`src/crc_defs.svh`:
```
// Constants of the programmable CRC engine: register indices, field positions,
// reset values and FIFO depths. Included by every design file that needs them.
`ifndef CRC_DEFS_SVH
`define CRC_DEFS_SVH

// ************************************************************
// Register indices on the special-function-register port
// ************************************************************
`define CRC_REG_CTRL       2'h0
`define CRC_REG_TAP        2'h1
`define CRC_REG_FIFO       2'h2
`define CRC_REG_SHIFT      2'h3

// ************************************************************
// Control/status register fields
// ************************************************************
`define CRC_CTRL_PLEN_LSB  0
`define CRC_CTRL_PLEN_MSB  3
`define CRC_CTRL_GO_BIT    4
`define CRC_CTRL_EMPTY_BIT 6
`define CRC_CTRL_FULL_BIT  7
`define CRC_CTRL_CNT_LSB   8
`define CRC_CTRL_CNT_MSB   12

// ************************************************************
// Reset values and FIFO geometry
// ************************************************************
`define CRC_CTRL_RST       16'h0040
`define CRC_TAP_RST        16'h0000
`define CRC_SHIFT_RST      16'h0000
`define CRC_PLEN_BYTE_MAX  4'h7
`define CRC_WORD_DEPTH     5'h08
`define CRC_BYTE_DEPTH     5'h10

`endif

```
`src/crc_pkg.sv`:
```
// Types shared by the CRC engine modules: shifter states and state records.
// Assumes the fixed geometry of a 16-byte FIFO and a 16-bit shift register.
package crc_pkg;

  // Serial shifter states
  typedef enum logic {CRC_IDLE, CRC_SHIFT} crc_shift_e;

  // Byte storage of the FIFO with its byte pointers
  typedef struct packed {
    logic [15:0][7:0] mem;
    logic [3:0]       wp;
    logic [3:0]       rp;
  } crc_fifo_s;

  // Shift register of the calculator
  typedef struct packed {
    logic [15:0] sr;
  } crc_shreg_s;

  // Control state of the top level
  typedef struct packed {
    crc_shift_e  state;
    logic [3:0]  bit_idx;
    logic [4:0]  count;
    logic        half;
    logic        go;
    logic [3:0]  plen;
    logic [15:1] taps;
    logic [15:0] rdata;
    logic        done;
  } crc_top_s;

endpackage : crc_pkg

```
`src/crc_fifo.sv`:
```
// Byte-organised FIFO storage: one or two bytes pushed, one or two popped.
// Assumes the caller keeps the element count; no overflow protection here.
module crc_fifo
  import crc_pkg::*;
(
  // Clock and reset
  input  wire logic        clk,
  input  wire logic        clk_en,
  input  wire logic        rst_n,
  // Fill side
  input  wire logic        push,
  input  wire logic        push_word,
  input  wire logic [15:0] push_data,
  input  wire logic        flush,
  // Drain side
  input  wire logic        pop,
  input  wire logic        pop_word,
  output logic      [15:0] head
);

  crc_fifo_s st_ff;
  crc_fifo_s nxt_st;
  logic [3:0] wa;

  // Pointer update and storage write; a flush restarts at location zero
  always_comb
  begin
    nxt_st = st_ff;
    wa     = flush ? 4'h0 : st_ff.wp;
    if (flush)
    begin
      nxt_st.rp = 4'h0;
    end
    else if (pop)
    begin
      nxt_st.rp = st_ff.rp + (pop_word ? 4'h2 : 4'h1);
    end
    if (push)
    begin
      nxt_st.mem[wa] = push_data[7:0];
      if (push_word)
      begin
        nxt_st.mem[wa + 4'h1] = push_data[15:8];
      end
      nxt_st.wp = wa + (push_word ? 4'h2 : 4'h1);
    end
    else if (flush)
    begin
      nxt_st.wp = 4'h0;
    end
  end

  // State register, frozen while the clock enable is low
  always_ff @(posedge clk or negedge rst_n)
  begin
    if (!rst_n)
      st_ff <= '0;
    else if (clk_en)
      st_ff <= nxt_st;
  end

  // Oldest element; in word mode the later byte is the upper half
  assign head = pop_word ? {st_ff.mem[st_ff.rp + 4'h1], st_ff.mem[st_ff.rp]}
                         : {8'h00, st_ff.mem[st_ff.rp]};

endmodule : crc_fifo

```
`src/crc_shreg.sv`:
```
// XOR feedback shift register, MSb-first, programmable length and taps.
// Assumes load and step are never needed in the same cycle; load wins.
module crc_shreg
  import crc_pkg::*;
#(
  parameter int W = 16
)
(
  // Clock and reset
  input  wire logic                 clk,
  input  wire logic                 clk_en,
  input  wire logic                 rst_n,
  // Direct load
  input  wire logic                 load,
  input  wire logic [W-1:0]         load_data,
  // Serial step
  input  wire logic                 step,
  input  wire logic                 din,
  input  wire logic [$clog2(W)-1:0] msb_sel,
  input  wire logic [W-1:1]         taps,
  output logic      [W-1:0]         sr
);

  logic [W-1:0] st_ff;
  logic [W-1:0] nxt_st;
  logic         fb;

  // One shift: feedback from the selected top tap, x^0 always applied
  always_comb
  begin
    nxt_st = st_ff;
    fb     = din ^ st_ff[msb_sel];
    if (load)
    begin
      nxt_st = load_data;
    end
    else if (step)
    begin
      nxt_st[0] = fb;
      for (int k = 1; k < W; k++)
      begin
        nxt_st[k] = (k <= int'(msb_sel)) ? (st_ff[k-1] ^ (fb & taps[k])) : 1'b0;
      end
    end
  end

  // State register, frozen while the clock enable is low
  always_ff @(posedge clk or negedge rst_n)
  begin
    if (!rst_n)
      st_ff <= '0;
    else if (clk_en)
      st_ff <= nxt_st;
  end

  assign sr = st_ff;

endmodule : crc_shreg

```
`src/crc_engine.sv`:
```
// Programmable CRC engine: register port, FIFO fill control and serial shifter.
// Assumes a CPU on the same clock drives the register port; one bit per clock
// is shifted, the clock running at twice the instruction rate.
`include "crc_defs.svh"

module crc_engine
  import crc_pkg::*;
(
  // Clock, enable and reset
  input  wire logic        clk,
  input  wire logic        clk_en,
  input  wire logic        rst_n,
  // Special-function-register port
  input  wire logic [1:0]  sfr_addr,
  input  wire logic        sfr_wr,
  input  wire logic [1:0]  sfr_be,
  input  wire logic [15:0] sfr_wdata,
  input  wire logic        sfr_rd,
  output logic      [15:0] sfr_rdata,
  // Event toward the interrupt controller
  output logic             crc_done_pulse
);

  // ************************************************************
  // Declarations
  // ************************************************************
  crc_top_s    st_ff;
  crc_top_s    nxt_st;
  logic        byte_mode;
  logic        word_wr;
  logic        fifo_wr;
  logic        fifo_full_flag;
  logic        fifo_empty_flag;
  logic        overflow;
  logic [4:0]  inc;
  logic        pop;
  logic        step;
  logic        sr_load;
  logic [15:0] sr_load_data;
  logic [15:0] push_data;
  logic [15:0] head;
  logic [15:0] sr;
  logic [4:0]  depth;

  // Reset images of the control and tap registers, sliced per field in the reset branch
  localparam logic [15:0] CTRL_RST = `CRC_CTRL_RST;
  localparam logic [15:0] TAP_RST  = `CRC_TAP_RST;

  // ************************************************************
  // Write decode and FIFO accounting
  // ************************************************************
  // mode select
  assign byte_mode       = (st_ff.plen <= `CRC_PLEN_BYTE_MAX);
  assign word_wr         = (sfr_be == 2'b11);
  assign fifo_wr         = sfr_wr && (sfr_addr == `CRC_REG_FIFO) && (sfr_be != 2'b00);
  assign depth           = byte_mode ? `CRC_BYTE_DEPTH : `CRC_WORD_DEPTH;
  assign fifo_full_flag  = (st_ff.count == depth);
  assign fifo_empty_flag = (st_ff.count == 5'h00);
  assign overflow        = fifo_wr && fifo_full_flag;

  // increment per write; a lone byte in word mode waits for its pair
  always_comb
  begin
    if (!fifo_wr)
      inc = 5'h00;
    else if (byte_mode)
      inc = word_wr ? 5'h02 : 5'h01;
    else
      inc = (word_wr || st_ff.half) ? 5'h01 : 5'h00;
  end

  // Single byte writes take the enabled lane into the low byte
  assign push_data = word_wr ? sfr_wdata
                             : {8'h00, (sfr_be == 2'b10) ? sfr_wdata[15:8] : sfr_wdata[7:0]};

  // ************************************************************
  // Serial shifter control
  // ************************************************************
  // pop after the last bit; a flush aborts the element in flight
  assign pop     = (st_ff.state == CRC_SHIFT) && (st_ff.bit_idx == 4'h0) && !overflow;
  // one bit per clock while shifting
  assign step    = (st_ff.state == CRC_SHIFT) && !overflow;
  // direct load merges the written byte lanes
  assign sr_load = sfr_wr && (sfr_addr == `CRC_REG_SHIFT);
  assign sr_load_data = {sfr_be[1] ? sfr_wdata[15:8] : sr[15:8],
                         sfr_be[0] ? sfr_wdata[7:0]  : sr[7:0]};

  // Next state of counter, shifter, registers and read data
  always_comb
  begin
    nxt_st      = st_ff;
    nxt_st.done = 1'b0;

    // wrap through zero and keep only the new data
    if (overflow)
      nxt_st.count = inc;
    else
      nxt_st.count = st_ff.count + inc - (pop ? 5'h01 : 5'h00);

    // byte pairing in word mode only
    if (fifo_wr && !word_wr && !byte_mode)
      nxt_st.half = !st_ff.half;
    else if (byte_mode || overflow)
      nxt_st.half = 1'b0;

    unique case (st_ff.state)
      CRC_IDLE:
      begin
        if (st_ff.go && (st_ff.count != 5'h00) && !overflow)
        begin
          nxt_st.state   = CRC_SHIFT;
          nxt_st.bit_idx = st_ff.plen;
        end
      end
      CRC_SHIFT:
      begin
        if (overflow)
          nxt_st.state = CRC_IDLE;
        else if (st_ff.bit_idx == 4'h0)
        begin
          // run on regardless of go until the count is zero
          if (nxt_st.count == 5'h00)
            nxt_st.state = CRC_IDLE;
          // next element starts at its length-field bit
          nxt_st.bit_idx = st_ff.plen;
          // completion when the count falls to zero
          nxt_st.done    = (nxt_st.count == 5'h00);
        end
        else
          nxt_st.bit_idx = st_ff.bit_idx - 4'h1;
      end
    endcase

    // Control register: go and length live in the low byte
    if (sfr_wr && (sfr_addr == `CRC_REG_CTRL) && sfr_be[0])
    begin
      nxt_st.go   = sfr_wdata[`CRC_CTRL_GO_BIT];
      nxt_st.plen = sfr_wdata[`CRC_CTRL_PLEN_MSB:`CRC_CTRL_PLEN_LSB];
    end

    // tap mask; bit 0 has no storage
    if (sfr_wr && (sfr_addr == `CRC_REG_TAP))
    begin
      if (sfr_be[1])
        nxt_st.taps[15:8] = sfr_wdata[15:8];
      if (sfr_be[0])
        nxt_st.taps[7:1] = sfr_wdata[7:1];
    end

    // Read data is registered: valid the cycle after the read strobe
    if (sfr_rd)
    begin
      unique case (sfr_addr)
        `CRC_REG_CTRL:
        begin
          nxt_st.rdata = 16'h0000;
          nxt_st.rdata[`CRC_CTRL_CNT_MSB:`CRC_CTRL_CNT_LSB] = st_ff.count;
          nxt_st.rdata[`CRC_CTRL_FULL_BIT]  = fifo_full_flag;
          nxt_st.rdata[`CRC_CTRL_EMPTY_BIT] = fifo_empty_flag;
          nxt_st.rdata[`CRC_CTRL_GO_BIT]    = st_ff.go;
          nxt_st.rdata[`CRC_CTRL_PLEN_MSB:`CRC_CTRL_PLEN_LSB] = st_ff.plen;
        end
        `CRC_REG_TAP:   nxt_st.rdata = {st_ff.taps, 1'b0};
        `CRC_REG_FIFO:  nxt_st.rdata = 16'h0000;
        `CRC_REG_SHIFT: nxt_st.rdata = sr;
      endcase
    end
  end

  // State register, frozen while the clock enable is low
  always_ff @(posedge clk or negedge rst_n)
  begin
    if (!rst_n)
    begin
      // Fields are cut from the reset images so no bit is dropped by width
      st_ff       <= '0;
      st_ff.state <= CRC_IDLE;
      st_ff.go    <= CTRL_RST[`CRC_CTRL_GO_BIT];
      st_ff.plen  <= CTRL_RST[`CRC_CTRL_PLEN_MSB:`CRC_CTRL_PLEN_LSB];
      st_ff.taps  <= TAP_RST[15:1];
    end
    else if (clk_en)
      st_ff <= nxt_st;
  end

  assign sfr_rdata      = st_ff.rdata;
  assign crc_done_pulse = st_ff.done & clk_en;

  // ************************************************************
  // Storage and calculator
  // ************************************************************
  // sixteen bytes serve as 8x16 or 16x8
  crc_fifo u_fifo
  (
    .clk       (clk),
    .clk_en    (clk_en),
    .rst_n     (rst_n),
    .push      (fifo_wr),
    .push_word (word_wr),
    .push_data (push_data),
    .flush     (overflow),
    .pop       (pop),
    .pop_word  (!byte_mode),
    .head      (head)
  );

  // the length field picks the feedback tap
  crc_shreg #(.W(16)) u_shreg
  (
    .clk       (clk),
    .clk_en    (clk_en),
    .rst_n     (rst_n),
    .load      (sr_load),
    .load_data (sr_load_data),
    .step      (step && !sr_load),
    .din       (head[st_ff.bit_idx]),
    .msb_sel   (st_ff.plen),
    .taps      (st_ff.taps),
    .sr        (sr)
  );
endmodule : crc_engine

```
`config.mk`:
```
export PLATFORM = sky130hd
export DESIGN_NAME = crc_engine
export DESIGN_NICKNAME = d
export VERILOG_FILES = /design/src/crc_pkg.sv /design/src/crc_fifo.sv /design/src/crc_shreg.sv /design/src/crc_engine.sv
export VERILOG_INCLUDE_DIRS = /design/src /design/src/src
export SDC_FILE = /design/constraint.sdc
export NUM_CORES = 1
export LEC_CHECK = 0
export BUFFER_PORTS_ARGS = -buffer_cell sky130_fd_sc_hd__buf_2
export CORE_MARGIN = 1.5
export CORE_UTILIZATION = 60
export CTS_BUF_LIST = sky130_fd_sc_hd__clkbuf_2 sky130_fd_sc_hd__clkbuf_4 sky130_fd_sc_hd__clkbuf_8
export DETAILED_ROUTE_END_ITERATION = 8
export PLACE_DENSITY = 0.79
export SLEW_MARGIN = 30
export SYNTH_ARGS = -nofsm -noshare
export SYNTH_HDL_FRONTEND = slang
export SYNTH_HIERARCHICAL = 1
export SYNTH_SLANG_ARGS = --single-unit
```
`constraint.sdc`:
```
create_clock -name clk -period 4.2 [get_ports clk]
set_clock_uncertainty 0.05 [all_clocks]
set_input_delay 0 -clock clk [delete_from_list [all_inputs] [get_ports clk]]
set_output_delay 0 -clock clk [all_outputs]
set_load 0.005 [all_outputs]
```
==> impl_metrics.tcl <==
set metrics [dict create \
    yosys_most_used_dff "dfrtp_1" \
    synth_edf_count 0 \
    setup_viol 0 \
    place_ws_ns 0.124 \
    combPwrFrac_pct 47.4 \
    ys_seq_area_share_pct 39.5 \
    postSynthAreaPerCell_sq_um 10.4 \
    worst_pin_slew_ns 1.10 \
    postLayoutCoreUtil_pct 65.6 \
    firstDrtPassIters 6 \
    num_antenna_cells 0 \
    dieArea_sq_um 22000 \
    fp.dieH_microns 148 \
    hold_violations 12 \
    routedWlPerCell_microns 28.3 \
    syn_to_final_growth_pct 8.03 \
    max_cap_violations 0 \
    synthCells 1218 \
    post-dp-hpwl_microns 30300 \
    grt_pass1_vias 10769 \
    clk_path_buf_depth 2 \
    drive_gt1_share_pct 21.1 \
    antenna_found_initial 0 \
    switchingPower_mw 3.72 \
    cts_max_level 4 \
    relSlewSlack_pct 26.4 \
    clkPwrFrac_pct 16.0 \
    vias_per_cell 7.34 \
    synth-seq-cells 200 \
    status "finished with violations" \
    final_nets 1275 \
    drt_wl_total_microns 43200 \
    hold_slack_ns -0.0421 \
    drv_slew 0 \
    n_fill_cell 1621 \
    worst-setup-path-type "flop to flop" \
    rows 53 \
    yosysUniqueCellTypes 77 \
    hp-class "input pin to asynchronous set/reset pin" \
    startpoint_type "flop" \
    cts-root-buf "clkbuf_8" \
    insertion_delay_ns 0.50 \
    cts.sinks 200 \
    netlist.area_leader.share_pct 39.5 \
    p_per_area_nw_per_um2 605 \
    crit_path_end_kind "flop" \
    fmax_ghz 0.248 \
    cts_tree "done" \
    period_share_pct 96.1 \
    internal-power_mw 4.57 \
    ant_nets 0 \
    numCtsBuffers 17 \
    clk_pin_slew_worst_paths_ns 0.13 \
    setup_tns_ns 0 \
    min_period_ns 4.04 \
    rsz0062_at_grt "no" \
    track_usage_pct 40.1 \
    initialDrtViolationCount 1510 \
    async_reset_ff_share_pct 100 \
    crit_required_ns 4.54 \
    synth_warnings 6 \
    crit_arrival_ns 4.37 \
    grt_max_degree 110 \
    netlist_area_sq_um 12700 \
    synthesis.nets 1258 \
    core_sq_um 20900 \
    overflow 0 \
    synth_most_common_cell "dfrtp_1" \
    synth_area_leaders "dfrtp_1 39%, mux2_2 6.9%, mux4_2 6.9%" \
    synth_top_cell_by_area "dfrtp_1" \
    drcViolationCount 0 \
    violations "hold timing" \
    setup_slack_ns 0.164 \
    grt_pass1_wl_microns 65400 \
    peakVddDrop_uv 342 \
    initial_core_util_pct 60.7 \
    die_w_microns 148 \
    vias 11181 \
    power_frac_seq_pct 36.6 \
    ioPinCount 42 \
    crit_fanout 32 \
    synth_top_cells_by_count "200 x dfrtp_1, 106 x nor2_1, 78 x mux2_2, 69 x nand2_1, 62 x a21oi_1" \
    port_buffers 41 \
    switching_share_pct 44.8 \
    leakage_nw 5.87 \
    post_cts_buffers 0 \
    globalplace.congestion 1.02 \
]
critical path, stage by stage, from the launching register on:
cell	delay, ns
dfrtp_2	0.46
ha_2	0.38
buf_12	0.25
mux2i_1	0.29
nand3_1	0.12
nand4_1	0.14
o32ai_1	0.11
mux4_2	0.48
mux4_2	0.55
nand2b_1	0.17
mux2_2	0.32
buf_4	0.20
nand3_1	0.12
xor2_1	0.20
o22ai_2	0.08
repair_timing:
action | CTS | global route
setup endpoints to repair | 0 | 5
resized for setup | 0 | 1
hold endpoints to repair | 148 | 0
hold buffers | 20 | 0
final cells by class:
class	instances	area (sq um)	area share, %
multi-input cells	898	7090	51.8
flip-flops and latches	200	5010	36.5
repair buffers	94	748	5.46
well taps	275	344	2.51
clock buffers	17	234	1.71
clock inverters	15	184	1.34
inverters	24	90.1	0.658
path summary, 6_finish.rpt:
kind | startpoint | end | slack, ns | depth (start not counted)
worst max-delay path | u_fifo/st_ff[0]$_DFFE_PN0P_ | u_shreg/sr[11]$_DFFE_PN0P_ | 0.16 | 14
worst min-delay path | rst_n | sfr_rdata[0]$_DFFE_PN0P_ | -0.04 | 2
worst max register to register | u_fifo/st_ff[0]$_DFFE_PN0P_ | u_shreg/sr[11]$_DFFE_PN0P_ | 0.16 | 14
worst min register to register | st_ff[0]$_DFFE_PN0P_ | st_ff[0]$_DFFE_PN0P_ | 0.43 | 2
max in group asynchronous | rst_n | u_fifo/st_ff[109]$_DFFE_PN0P_ | 2.76 | 4
min in group clk | sfr_be[0] | st_ff[39]$_DFFE_PN0P_ | 0.03 | 5
per-layer routing:
layer	GRT usage, %	vias to the layer above	wire [microns]
met2	59.9	828	18800
met5	0	-	0
met1	51.3	5464	16100
met4	25.5	0	2960
li1	-	4693	-
met3	11.4	196	5300
cells by family after synthesis:
group,Yosys count,share of synthesized area [%]
adders and majority gates,16,1.68
and+or+nand+nor,338,13.3
AOI/OAI and AO/OA,348,20.8
xor gates and xnor gates,20,1.38
DFF,200,39.5
buffers and inverters,120,4.78
muxes,176,18.6
metrics by stage:
step                power, mW  cells  area (sq um)
floorplan                5.63   1218         12700
CTS                      8.15   1522         13700
finish                   8.29   1523         13700
global route             8.66   1523         13700
global placement         6.73   1470         13000
detailed placement       6.82   1470         13100
flip-flops by register name (all words and copies together) (netlist names):
register      count
u_shreg/sr       16
sfr_rdata        16
st_ff            32
u_fifo/st_ff    136
layout by cell type, fill, tap and decap left out, types with 12 or more instances in the layout:
cell type        n
a21oi_1         62
inv_1           23
buf_2           40
mux2i_1         58
mux2_2          78
nor2_1         106
a22oi_1         17
nand2b_1        14
nand2_1         69
nand4_1         16
mux4_2          39
o22a_1          40
o22ai_1         56
nand3_1         48
dfrtp_1        198
dlygate4sd3_1   20
and3_1          22
xor2_1          14
ha_1            12
a221o_1         24
clkbuf_8        18
buf_4           26
nor2b_1         15
a2bb2oi_1       49
o21ai_0         28
power by group through the flow:
| stage | sequential (mW) | clock [mW] | combinational (mW) |
|---|---|---|---|
| final | 3.04 | 1.32 | 3.93 |
| after floorplan | 2.71 | 0 | 2.92 |
| after detailed placement | 3.04 | 0 | 3.78 |
| after global routing | 3.08 | 1.40 | 4.17 |
| after CTS | 2.99 | 1.34 | 3.81 |
| after global placement | 3.01 | 0 | 3.71 |
(Power assumes the default switching activity.)
